<file path="src/ref_mon_consts.vh">
// register indices, reset values and field layout of the custom A bank
`ifndef REF_MON_CONSTS_VH
`define REF_MON_CONSTS_VH

// ==========================================================================
// register indices (byte address is four times the index)
`define IDX_REF_FREQ_MODE 8'h65
`define IDX_MULT_LO 8'h67
`define IDX_MULT_HI 8'h68
`define IDX_PERIOD_LOW 8'h69
`define IDX_PERIOD_HIGH 8'h6A
`define IDX_FREQ_LOW_LO 8'h6B
`define IDX_FREQ_LOW_HI 8'h6C
`define IDX_FREQ_HIGH_LO 8'h6D
`define IDX_FREQ_HIGH_HI 8'h6E
`define IDX_WINDOW_CYCLES 8'h6F
`define IDX_DIVIDE 8'h70
`define IDX_STATUS 8'h80

// ==========================================================================
// address decode
`define ADDR_W 12
`define IDX_MSB 9
`define IDX_LSB 2
`define ADDR_TOP_MSB 11
`define ADDR_TOP_LSB 10
`define ADDR_TOP_ZERO 2'h0

// ==========================================================================
// field widths and reset values
`define MODE_W 2
`define MULT_HI_W 6
`define BYTE_ZERO 8'h00
`define MODE_RESET 2'h0
`define MULT_HI_RESET 6'h00
`define DIV_RESET 1'b0
`define MODE_AUTO 2'h0
`define MODE_CUSTOM_A 2'h1
`define MODE_CUSTOM_B 2'h2

// ==========================================================================
// bus responses
`define RESP_OKAY 2'h0
`define RESP_SLVERR 2'h2
`define DATA_ZERO 32'h0000_0000

// ==========================================================================
// monitor counters
`define DIV4_LAST 2'h3
`define PERIOD_MAX 8'hFF
`define PERIOD_ONE 8'h01
`define COUNT_MAX 16'hFFFF
`define COUNT_ONE 16'h0001

`endif

</file>
<file path="src/custom_a_ref_monitor_limits.v">
// custom A reference monitor register bank with AXI4-Lite access
`timescale 1ns/10ps
`include "ref_mon_consts.vh"

module custom_a_ref_monitor_limits
(
    input wire aclk,
    input wire aresetn,
    input wire [11:0] s_axi_awaddr,
    input wire s_axi_awvalid,
    output reg s_axi_awready,
    input wire [31:0] s_axi_wdata,
    input wire [3:0] s_axi_wstrb,
    input wire s_axi_wvalid,
    output reg s_axi_wready,
    output reg [1:0] s_axi_bresp,
    output reg s_axi_bvalid,
    input wire s_axi_bready,
    input wire [11:0] s_axi_araddr,
    input wire s_axi_arvalid,
    output reg s_axi_arready,
    output reg [31:0] s_axi_rdata,
    output reg [1:0] s_axi_rresp,
    output reg s_axi_rvalid,
    input wire s_axi_rready,
    input wire ref_clk_in,
    output reg [1:0] ref_freq_mode,
    output reg [7:0] custom_a_freq_multiple_lo,
    output reg [5:0] custom_a_freq_multiple_hi,
    output reg [7:0] custom_a_period_low_bound,
    output reg [7:0] custom_a_period_high_bound,
    output reg [7:0] custom_a_freq_low_bound_lo,
    output reg [7:0] custom_a_freq_low_bound_hi,
    output reg [7:0] custom_a_freq_high_bound_lo,
    output reg [7:0] custom_a_freq_high_bound_hi,
    output reg [7:0] custom_a_window_cycles,
    output reg custom_a_divide_by_four,
    output wire period_fail,
    output wire freq_fail,
    output wire ref_fail
);

// ==========================================================================
// write channel holding registers
reg [11:0] awaddr_q;
reg aw_have_q;
reg [7:0] wbyte_q;
reg wlane0_q;
reg w_have_q;
wire [7:0] widx;
wire wtop_ok;
reg wmapped;
wire [7:0] ridx;
wire rtop_ok;
reg [31:0] rdata_d;
reg rmapped;
wire do_write;

assign widx = awaddr_q[`IDX_MSB:`IDX_LSB];
assign wtop_ok = (awaddr_q[`ADDR_TOP_MSB:`ADDR_TOP_LSB] == `ADDR_TOP_ZERO);
assign ridx = s_axi_araddr[`IDX_MSB:`IDX_LSB];
assign rtop_ok =
    (s_axi_araddr[`ADDR_TOP_MSB:`ADDR_TOP_LSB] == `ADDR_TOP_ZERO);
assign do_write = aw_have_q & w_have_q & ~s_axi_bvalid;

// ==========================================================================
// write decode
always @*
begin
    case (widx)
        `IDX_REF_FREQ_MODE, `IDX_MULT_LO, `IDX_MULT_HI,
        `IDX_PERIOD_LOW, `IDX_PERIOD_HIGH, `IDX_FREQ_LOW_LO,
        `IDX_FREQ_LOW_HI, `IDX_FREQ_HIGH_LO, `IDX_FREQ_HIGH_HI,
        `IDX_WINDOW_CYCLES, `IDX_DIVIDE:
            wmapped = wtop_ok;
        default:
            wmapped = 1'b0;
    endcase
end

// ==========================================================================
// write channels: address and data taken in either order
always @(posedge aclk)
begin
    if (!aresetn)
    begin
        s_axi_awready <= 1'b1;
        s_axi_wready <= 1'b1;
        s_axi_bvalid <= 1'b0;
        s_axi_bresp <= `RESP_OKAY;
        awaddr_q <= 12'h000;
        aw_have_q <= 1'b0;
        wbyte_q <= `BYTE_ZERO;
        wlane0_q <= 1'b0;
        w_have_q <= 1'b0;
    end
    else
    begin
        if (s_axi_awvalid && s_axi_awready)
        begin
            awaddr_q <= s_axi_awaddr;
            aw_have_q <= 1'b1;
            s_axi_awready <= 1'b0;
        end
        if (s_axi_wvalid && s_axi_wready)
        begin
            wbyte_q <= s_axi_wdata[7:0];
            wlane0_q <= s_axi_wstrb[0];
            w_have_q <= 1'b1;
            s_axi_wready <= 1'b0;
        end
        if (do_write)
        begin
            aw_have_q <= 1'b0;
            w_have_q <= 1'b0;
            s_axi_bvalid <= 1'b1;
            s_axi_bresp <= wmapped ? `RESP_OKAY : `RESP_SLVERR;
        end
        // one write at a time: reopen only once the response is taken
        if (s_axi_bvalid && s_axi_bready)
        begin
            s_axi_bvalid <= 1'b0;
            s_axi_awready <= 1'b1;
            s_axi_wready <= 1'b1;
        end
    end
end

// ==========================================================================
// configuration registers; only byte lane 0 carries data
always @(posedge aclk)
begin
    if (!aresetn)
    begin
        ref_freq_mode <= `MODE_RESET;
        custom_a_freq_multiple_lo <= `BYTE_ZERO;
        custom_a_freq_multiple_hi <= `MULT_HI_RESET;
        custom_a_period_low_bound <= `BYTE_ZERO;
        custom_a_period_high_bound <= `BYTE_ZERO;
        custom_a_freq_low_bound_lo <= `BYTE_ZERO;
        custom_a_freq_low_bound_hi <= `BYTE_ZERO;
        custom_a_freq_high_bound_lo <= `BYTE_ZERO;
        custom_a_freq_high_bound_hi <= `BYTE_ZERO;
        custom_a_window_cycles <= `BYTE_ZERO;
        custom_a_divide_by_four <= `DIV_RESET;
    end
    else if (do_write && wmapped && wlane0_q)
    begin
        case (widx)
            `IDX_REF_FREQ_MODE:
                ref_freq_mode <= wbyte_q[`MODE_W-1:0];
            `IDX_MULT_LO:
                custom_a_freq_multiple_lo <= wbyte_q;
            `IDX_MULT_HI:
                custom_a_freq_multiple_hi <= wbyte_q[`MULT_HI_W-1:0];
            `IDX_PERIOD_LOW:
                custom_a_period_low_bound <= wbyte_q;
            `IDX_PERIOD_HIGH:
                custom_a_period_high_bound <= wbyte_q;
            `IDX_FREQ_LOW_LO:
                custom_a_freq_low_bound_lo <= wbyte_q;
            `IDX_FREQ_LOW_HI:
                custom_a_freq_low_bound_hi <= wbyte_q;
            `IDX_FREQ_HIGH_LO:
                custom_a_freq_high_bound_lo <= wbyte_q;
            `IDX_FREQ_HIGH_HI:
                custom_a_freq_high_bound_hi <= wbyte_q;
            `IDX_WINDOW_CYCLES:
                custom_a_window_cycles <= wbyte_q;
            `IDX_DIVIDE:
                custom_a_divide_by_four <= wbyte_q[0];
            default:
                custom_a_divide_by_four <= custom_a_divide_by_four;
        endcase
    end
end

// ==========================================================================
// read decode; reserved bits read as zero
always @*
begin
    rdata_d = `DATA_ZERO;
    rmapped = rtop_ok;
    case (ridx)
        `IDX_REF_FREQ_MODE:
            rdata_d[`MODE_W-1:0] = ref_freq_mode;
        `IDX_MULT_LO:
            rdata_d[7:0] = custom_a_freq_multiple_lo;
        `IDX_MULT_HI:
            rdata_d[`MULT_HI_W-1:0] = custom_a_freq_multiple_hi;
        `IDX_PERIOD_LOW:
            rdata_d[7:0] = custom_a_period_low_bound;
        `IDX_PERIOD_HIGH:
            rdata_d[7:0] = custom_a_period_high_bound;
        `IDX_FREQ_LOW_LO:
            rdata_d[7:0] = custom_a_freq_low_bound_lo;
        `IDX_FREQ_LOW_HI:
            rdata_d[7:0] = custom_a_freq_low_bound_hi;
        `IDX_FREQ_HIGH_LO:
            rdata_d[7:0] = custom_a_freq_high_bound_lo;
        `IDX_FREQ_HIGH_HI:
            rdata_d[7:0] = custom_a_freq_high_bound_hi;
        `IDX_WINDOW_CYCLES:
            rdata_d[7:0] = custom_a_window_cycles;
        `IDX_DIVIDE:
            rdata_d[0] = custom_a_divide_by_four;
        `IDX_STATUS:
            rdata_d[2:0] = {freq_fail, period_fail, ref_fail};
        default:
            rmapped = 1'b0;
    endcase
    if (!rmapped)
        rdata_d = `DATA_ZERO;
end

// ==========================================================================
// read channel: answer one cycle after the address is taken
always @(posedge aclk)
begin
    if (!aresetn)
    begin
        s_axi_arready <= 1'b1;
        s_axi_rvalid <= 1'b0;
        s_axi_rdata <= `DATA_ZERO;
        s_axi_rresp <= `RESP_OKAY;
    end
    else
    begin
        if (s_axi_arvalid && s_axi_arready)
        begin
            s_axi_arready <= 1'b0;
            s_axi_rvalid <= 1'b1;
            s_axi_rdata <= rdata_d;
            s_axi_rresp <= rmapped ? `RESP_OKAY : `RESP_SLVERR;
        end
        else if (s_axi_rvalid && s_axi_rready)
        begin
            s_axi_rvalid <= 1'b0;
            s_axi_arready <= 1'b1;
        end
    end
end

// ==========================================================================
// limit checker fed from the bank
ref_limit_check u_limit_check
(
    .aclk(aclk),
    .aresetn(aresetn),
    .ref_clk_in(ref_clk_in),
    .mode(ref_freq_mode),
    .period_low(custom_a_period_low_bound),
    .period_high(custom_a_period_high_bound),
    .freq_low({custom_a_freq_low_bound_hi, custom_a_freq_low_bound_lo}),
    .freq_high({custom_a_freq_high_bound_hi, custom_a_freq_high_bound_lo}),
    .window_cycles(custom_a_window_cycles),
    .divide_by_four(custom_a_divide_by_four),
    .period_fail_q(period_fail),
    .freq_fail_q(freq_fail),
    .ref_fail_q(ref_fail)
);

endmodule // custom_a_ref_monitor_limits

</file>
<file path="src/ref_limit_check.v">
// period and windowed-frequency limit checker for custom configuration A
`timescale 1ns/10ps
`include "ref_mon_consts.vh"

module ref_limit_check
(
    input wire aclk,
    input wire aresetn,
    input wire ref_clk_in,
    input wire [1:0] mode,
    input wire [7:0] period_low,
    input wire [7:0] period_high,
    input wire [15:0] freq_low,
    input wire [15:0] freq_high,
    input wire [7:0] window_cycles,
    input wire divide_by_four,
    output reg period_fail_q,
    output reg freq_fail_q,
    output reg ref_fail_q
);

// ==========================================================================
// reference input synchroniser and edge detect
reg sync1_q;
reg sync2_q;
reg sync3_q;
wire ref_edge;
wire active;
reg [1:0] div_cnt_q;
wire ref_tick;
reg [7:0] per_cnt_q;
reg per_primed_q;
reg [15:0] clk_cnt_q;
reg [7:0] win_cnt_q;
reg win_primed_q;
reg period_fail_d;
reg freq_fail_d;

assign ref_edge = sync2_q & ~sync3_q;
// limits only take effect in custom A mode
assign active = (mode == `MODE_CUSTOM_A);
// longer window for fast references
assign ref_tick = ref_edge & (~divide_by_four | (div_cnt_q == `DIV4_LAST));

always @(posedge aclk)
begin
    if (!aresetn)
    begin
        sync1_q <= 1'b0;
        sync2_q <= 1'b0;
        sync3_q <= 1'b0;
    end
    else
    begin
        sync1_q <= ref_clk_in;
        sync2_q <= sync1_q;
        sync3_q <= sync2_q;
    end
end

// ==========================================================================
// fail decisions
always @*
begin
    period_fail_d = period_fail_q;
    freq_fail_d = freq_fail_q;
    if (!active)
    begin
        period_fail_d = 1'b0;
        freq_fail_d = 1'b0;
    end
    else
    begin
        // a stalled reference counts as too long a period
        if (ref_edge && per_primed_q)
            period_fail_d = (per_cnt_q < period_low) ||
                (per_cnt_q > period_high);
        else if (per_primed_q && per_cnt_q == `PERIOD_MAX)
            period_fail_d = 1'b1;
        // >= so a window shortened by software closes at the next tick
        if (ref_tick && win_primed_q && win_cnt_q >= window_cycles)
            freq_fail_d = (clk_cnt_q < freq_low) ||
                (clk_cnt_q > freq_high);
    end
end

// ==========================================================================
// counters
always @(posedge aclk)
begin
    if (!aresetn)
    begin
        div_cnt_q <= 2'h0;
        per_cnt_q <= `BYTE_ZERO;
        per_primed_q <= 1'b0;
        clk_cnt_q <= 16'h0000;
        win_cnt_q <= `BYTE_ZERO;
        win_primed_q <= 1'b0;
        period_fail_q <= 1'b0;
        freq_fail_q <= 1'b0;
        ref_fail_q <= 1'b0;
    end
    else
    begin
        period_fail_q <= period_fail_d;
        freq_fail_q <= freq_fail_d;
        ref_fail_q <= period_fail_d | freq_fail_d;
        if (!active)
        begin
            div_cnt_q <= 2'h0;
            per_primed_q <= 1'b0;
            win_primed_q <= 1'b0;
            win_cnt_q <= `BYTE_ZERO;
        end
        else
        begin
            if (ref_edge)
                div_cnt_q <= div_cnt_q + 2'h1;
            if (ref_edge)
            begin
                per_cnt_q <= `PERIOD_ONE;
                per_primed_q <= 1'b1;
            end
            else if (per_cnt_q != `PERIOD_MAX)
                per_cnt_q <= per_cnt_q + `PERIOD_ONE;
            // window spans stored count plus one ticks
            if (ref_tick && (!win_primed_q || win_cnt_q >= window_cycles))
            begin
                win_primed_q <= 1'b1;
                win_cnt_q <= `BYTE_ZERO;
                clk_cnt_q <= `COUNT_ONE;
            end
            else
            begin
                if (ref_tick)
                    win_cnt_q <= win_cnt_q + `PERIOD_ONE;
                if (clk_cnt_q != `COUNT_MAX)
                    clk_cnt_q <= clk_cnt_q + `COUNT_ONE;
            end
        end
    end
end

endmodule // ref_limit_check

</file>
<file path="config.mk">
export PLATFORM = sky130hd
export DESIGN_NAME = custom_a_ref_monitor_limits
export DESIGN_NICKNAME = d
export VERILOG_FILES = /design/src/custom_a_ref_monitor_limits.v /design/src/ref_limit_check.v
export VERILOG_INCLUDE_DIRS = /design/src /design/src/src
export SDC_FILE = /design/constraint.sdc
export NUM_CORES = 1
export LEC_CHECK = 0
export BUFFER_PORTS_ARGS = -buffer_cell sky130_fd_sc_hd__buf_2
export CAP_MARGIN = 25
export CORE_MARGIN = 2
export CORE_UTILIZATION = 40
export DETAILED_ROUTE_END_ITERATION = 6
export PLACE_DENSITY_LB_ADDON = 0.2
export SETUP_SLACK_MARGIN = 0.1
export SYNTH_ARGS = -nofsm -noshare
export SYNTH_HDL_FRONTEND = slang
export SYNTH_HIERARCHICAL = 1
export SYNTH_SLANG_ARGS = --single-unit
</file>
<file path="constraint.sdc">
create_clock -name aclk -period 4.33 [get_ports aclk]
set_clock_uncertainty 0.2 [all_clocks]
set_input_delay 0.433 -clock aclk [delete_from_list [all_inputs] [get_ports aclk]]
set_output_delay 0.433 -clock aclk [all_outputs]
set_load 0.02 [all_outputs]
</file>
Word-level counts from Yosys, hierarchy flattened
Cells that the tools add are included. Widths: inputs -> output; s select.

Flip-flop bits (word level): 179. Output and inout port bits: 117.

Add/sub/neg operators: 4. Magnitude comparators: 5. Equal/unequal tests: 28. Multiplexer cells: 23. Bitwise operators: 11. Reductions and logical operators: 40.

Operators by type and width (count): $eq 8x7->1 const B (22); $mux 16 (2); $reduce_and 2->1 (14); $pmux 3 s9 (1); $mux 8 (3); $add 16x1->16 const B (1); $add 8x1->8 const B (2); $eq 8x8->1 const B (2); $gt 16x16->1 (1); $lt 16x16->1 (1); $ne 16x16->1 const B (1); $pmux 2 s8 (1); $logic_and 1x1->1 (12); $pmux 1 s12 (1); $reduce_or 12->1 (1); $mux 1 (11); $pmux 1 s11 (1); $reduce_or 11->1 (1); $pmux 1 s10 (1); $ge 8x8->1 (1); $gt 8x8->1 (1); $lt 8x8->1 (1); $ne 8x8->1 const B (1); $reduce_bool 2->1 (3); other kinds (12) (25).

Longest topological paths before layout
Depth in word-level cells: 8. Gate-level depth with buffers: 9.

Hierarchy
Netlist, hierarchy kept.

Modules (own cells, without submodules): custom_a_ref_monitor_limits (instances 1, cells an instance 572, area an instance 5320.1 um^2, seq. area each 2182.1 um^2); ref_limit_check (instances 1, cells an instance 436, area an instance 3425.8 um^2, seq. area each 840.8 um^2).

Worst setup path before layout
OpenSTA, ideal clock, no wires.

Kind: reg-to-reg. Start: register custom_a_window_cycles[6]. End: register u_limit_check.clk_cnt_q[3]. Setup time: 74 ps. Arrival: 2032 ps. Slack: 2023 ps. Stages on the path, launching flop included: 10. Buffers on the path: 1. Period minus slack after synthesis: 2307 ps. Path through: dfxtp_1 inv_1 ha_1 a21o_1 a211oi_1 o31ai_2 a31oi_4 buf_6 nand3_1 a31oi_1.

Word-level cells in the longest chain between the ends: 5. Elaborated cells between the ends (all ways): 6. Those cells by class: order compare: 1; mux: 1; reduce/logical: 4.

RTL lines: start, declared (line custom_a_ref_monitor_limits.v:36) `output reg [7:0] custom_a_window_cycles,`; start signal, assigned (line custom_a_ref_monitor_limits.v:144) `` custom_a_window_cycles <= `BYTE_ZERO; ``; start signal, assigned (line custom_a_ref_monitor_limits.v:169) `custom_a_window_cycles <= wbyte_q;`; $ge 8x8->1 * (line ref_limit_check.v:127) `if (ref_tick && (!win_primed_q || win_cnt_q >= window_cycles))`; $logic_or 1x1->1 * (line ref_limit_check.v:127); $logic_and 1x1->1 * (line ref_limit_check.v:127); $reduce_bool 2->1 (no source line); $reduce_and 2->1 (no source line); end signal, assigned (line ref_limit_check.v:131) `` clk_cnt_q <= `COUNT_ONE; ``; end signal, assigned (line ref_limit_check.v:138) `` clk_cnt_q <= clk_cnt_q + `COUNT_ONE; ``; end, declared (line ref_limit_check.v:33) `reg [15:0] clk_cnt_q;`.

Every way passes the cells marked *; elsewhere a longest branch is shown, timed or not. A chain may end at the register's enable or synchronous reset.

Final worst setup path
Start: register custom_a_window_cycles[6]. End: register u_limit_check.clk_cnt_q[14].

The elaborated chain is that of the path after synthesis.

==> summary.txt <==
Timing
  • Max Slew Vio Count: 0
  • Min Tclk post-route: 2.67 ns
  • Post-route clock period utilization: 0.617
  • Max transition margin: 0.452
  • RSZ-0062 raised after global routing: no
  • Tightest Pin Transition: approximately 0.8 ns
  • Setup tns final: 0 ns
  • Final setup viols: 0
  • Max Clk Rate: 0.374 GHz
  • Fin. Hold Viols: 0

Worst setup path
  • CP max-delay cell: a31oi_4
  • R2R setup slack: about 1.7 ns
  • RR Endpoint: u_limit_check/clk_cnt_q[14]$_SDFFE_PN0P_
  • Worst-path fanout max: 17
  • Reg2reg start: custom_a_window_cycles[6]$_SDFFE_PN0P_
  • Startpoint Class: flip-flop
  • Kind of critical path: flip-flop to flip-flop
  • Critical Path Sink Type: flip-flop
  • Critical path data required time: ~4.5 ns
  • Crit-path cells: inv_1 -> ha_1 -> a21o_1 -> a211oi_1 -> o31ai_2 -> a31oi_4 -> o41ai_1 -> a211oi_1
  • Crit path max-delay family: compound AO/OA/AOI/OAI gates
  • Cells on worst reg2reg path: 8
  • Data arrival, critical path: ~2.8 ns
  • Sum of buffers and inverters on the critical path: 1
  • Most used cell, CP: a211oi_1
  • Slowest stage delay, CP: ~0.48 ns

Logic synthesis
  • Synth area leaders: dfxtp_1 (35%), ha_1 (8.3%), mux2i_1 (7.8%)
  • Post-synth EDFFs: 0
  • Synth Instances: 1008
  • Sequential element share of the synthesized area: 0.346
  • Synth warn: 6
  • Synth Area per Inst: 8.68 µm²
  • Share of Yosys cell area claimed by the top area cell type: 0.346
  • Biggest area consumer among synthesized cells: dfxtp_1
  • Syn Std Cell Area: 0.00875 mm²
  • Synth unique cells: 79
  • Yosys reg bits: 151
  • Primary FF master, synth: dfxtp_1
  • Fraction of registers with async set/reset: 0

Power
  • P_sw: 0.000861 W
  • Internal cell power: roughly 0.0022 W
  • Power per cell area: between 300 and 400 mW/mm²
  • Peak supply drop: 0.195 mV
  • Flop pwr share: 0.464
  • LEAKAGE: approximately 4.2 nW
  • Combinational share of power: 0.060
  • Net Sw Frac: 0.277
  • Final Power: roughly 0.0031 W
  • Clock power share: 0.475

Cells and area
  • Commonest non-fill, non-tap cell in the layout: dfxtp_1
  • Filler instances: about 2200
  • # diodes: 0
  • Area Growth Syn to Fin: 15.0%
  • Proportion of layout cells with a drive suffix above 1: 0.182
  • Area of the multi-input gates: just over 0.005 mm²
  • Layout Nets: 1236
  • Commonest cells after routing, fill and taps aside: dfxtp_1 (151), buf_2 (127), nand2_1 (103)
  • Storage cell area: 0.00302 mm²

Global routing
  • Pin count of the biggest net entering global routing: 73
  • First-pass GRT wire length: just over 40 mm
  • GR Overflow Total: 0
  • Gr usage total: 0.226
  • Vias in the first global route: around 7100
  • Antenna violations before repair: 0

Detailed routing
  • Vias per cell: 5.48
  • DRT antenna net count: 0
  • Wire per inst: about 19 µm
  • 1st-pass router iterations: 5
  • Total wire length: roughly 26 mm
  • DR vias: between 7000 and 8000
  • 1st-iter DRT viols: around 540
  • Residual DRC count: 0

Die
  • Die width: roughly 150 µm
  • Initial Utilization: 0.405
  • DIE AREA: roughly 0.023 mm²
  • IO Pins: approximately 190
  • Rows: 54
  • Core area: 0.0216 mm²
  • Height of the die: roughly 150 µm

Placement
  • RePlAce Congestion: 0.891
  • Detailed Place HPWL: 19.6 mm
  • PortBufs: about 130

Run status
  • Status: finished, final reports clean

Clock network
  • Clock sink count: ~150
  • Root buffer cell: clkbuf_16
  • CTS tree: done
  • Worst-path clk slew: around 0.07 ns
  • Total number of H-tree levels: 4
  • Post-CTS sizing: 0
  • Max Root-Sink Buffers: 2
  • CTS buffer count: 17
  • Worst skew pair latency: between 0.4 and 0.5 ns

Hold path
  • Worst min-delay path category: primary input to flip-flop
  • Worst hold start: s_axi_wstrb[0]
  • Hold endpoint: wlane0_q$_SDFFE_PN0P_
  • Hold depth: 3

Run
  • Max-Cap Viols: 0
==> through the flow <==
step | hold slack (ns) | std cells | setup slack, ns | utilization | instance area, µm²
final | 0.0340 | 1403 | 1.66 | 0.465 | 10100
after global routing | 0.0338 | 1403 | 1.40 | 0.465 | 10100
after global placement | 0.239 | 1368 | 1.74 | 0.437 | 9440
after floorplan | 0.212 | 1033 | 2.02 | - | 8840
after detailed placement | 0.234 | 1368 | 1.69 | 0.437 | 9440
after CTS | 0.0237 | 1403 | 1.66 | 0.465 | 10100
==> per-layer routing <==
metal	part of all wire	track usage	vias up	wire, µm
met4	0.018	0.0681	0	476
li1	-	-	3719	-
met2	0.46	0.356	231	12100
met3	0.054	0.0368	27	1410
met5	0	0	-	0
met1	0.47	0.318	3707	12400
==> worst max path at each step <==
stage	slack, ns	end	startpoint	cells after the start
after floorplan	2.02	u_limit_check/clk_cnt_q[3]$_SDFFE_PN0P_	custom_a_window_cycles[6]$_SDFFE_PN0P_	9
after global placement	1.74	u_limit_check/clk_cnt_q[14]$_SDFFE_PN0P_	custom_a_window_cycles[6]$_SDFFE_PN0P_	8
after detailed placement	1.69	u_limit_check/clk_cnt_q[14]$_SDFFE_PN0P_	custom_a_window_cycles[6]$_SDFFE_PN0P_	8
after CTS	1.66	u_limit_check/clk_cnt_q[14]$_SDFFE_PN0P_	custom_a_window_cycles[6]$_SDFFE_PN0P_	8
after global routing	1.40	u_limit_check/clk_cnt_q[12]$_SDFFE_PN0P_	custom_a_window_cycles[6]$_SDFFE_PN0P_	8
final	1.66	u_limit_check/clk_cnt_q[14]$_SDFFE_PN0P_	custom_a_window_cycles[6]$_SDFFE_PN0P_	8
==> registers in the layout, summed over array words and instances, names as in the netlist, 2 cells and up <==
register	count
u_limit_check/per_cnt_q	8
u_limit_check/clk_cnt_q	16
custom_a_period_high_bound	8
custom_a_window_cycles	8
custom_a_freq_high_bound_hi	8
wbyte_q	8
custom_a_freq_high_bound_lo	8
u_limit_check/div_cnt_q	2
awaddr_q	10
custom_a_period_low_bound	8
custom_a_freq_low_bound_hi	8
custom_a_freq_low_bound_lo	8
custom_a_freq_multiple_lo	8
u_limit_check/win_cnt_q	8
custom_a_freq_multiple_hi	6
ref_freq_mode	2
s_axi_rdata	8
==> power by group through the flow <==
stage	logic (W)	registers, W	clock network, W
after global placement	0.000183	0.00147	0
final	0.000187	0.00144	0.00148
after floorplan	0.000160	0.00146	0
after global routing	0.000206	0.00145	0.00155
after detailed placement	0.000184	0.00147	0
after CTS	0.000187	0.00144	0.00150
==> timing repair <==
item / CTS / global route
buffers inserted: 0 / 0
hold buffers: 3 / 0
hold endpoints to repair: 3 / 0
==> cells in the mapped netlist, types with 4 or more instances <==
cell type / number
a211oi_1: 5
a21boi_0: 23
a21boi_1: 14
a21o_1: 7
a21oi_1: 42
a221oi_1: 5
a22o_1: 5
a22oi_1: 11
a31oi_1: 7
and2_1: 15
and3_1: 6
buf_2: 11
buf_4: 28
clkbuf_1: 33
dfxtp_1: 151
ha_1: 58
inv_1: 68
mux2_2: 7
mux2i_1: 68
mux4_2: 5
nand2_1: 103
nand2b_1: 8
nand3_1: 26
nand3_2: 5
nand4_1: 26
nor2_1: 54
nor2b_1: 53
nor3_1: 19
nor3_4: 4
o211ai_1: 4
o21a_1: 5
o21ai_0: 40
o21ai_1: 6
or3_1: 7
xor2_1: 6
==> area by class of cell <==
class,count,area share
Timing Repair Buffer,133,0.0697
Clock inverter,15,0.0161
Clock buffer,17,0.0423
Multi-Input combinational cell,739,0.511
Tap cell,280,0.0348
Sequential cell,151,0.301
Inverter,68,0.0254
==> worst register-to-register path, cell delays in order, from the launching register on <==
cell      delay (ns)
dfxtp_1         0.42
inv_1           0.08
ha_1            0.31
a21o_1          0.19
a211oi_1        0.30
o31ai_2         0.19
a31oi_4         0.48
o41ai_1         0.16
a211oi_1        0.24
==> logic make-up (layout without fill, tap and decap cells) <==
kind of cell,count (synthesis),count (layout),synth area share
adders and majority gates,58,58,0.0830
buffers and inverters,143,233,0.0775
DFF,151,151,0.346
muxes,80,80,0.0997
other,1,26,0.000429
xor gates and xnor gates,9,9,0.00901
AOI/OAI and AO/OA,204,204,0.160
and+or+nand+nor,362,362,0.225
(Power assumes the default switching activity.)
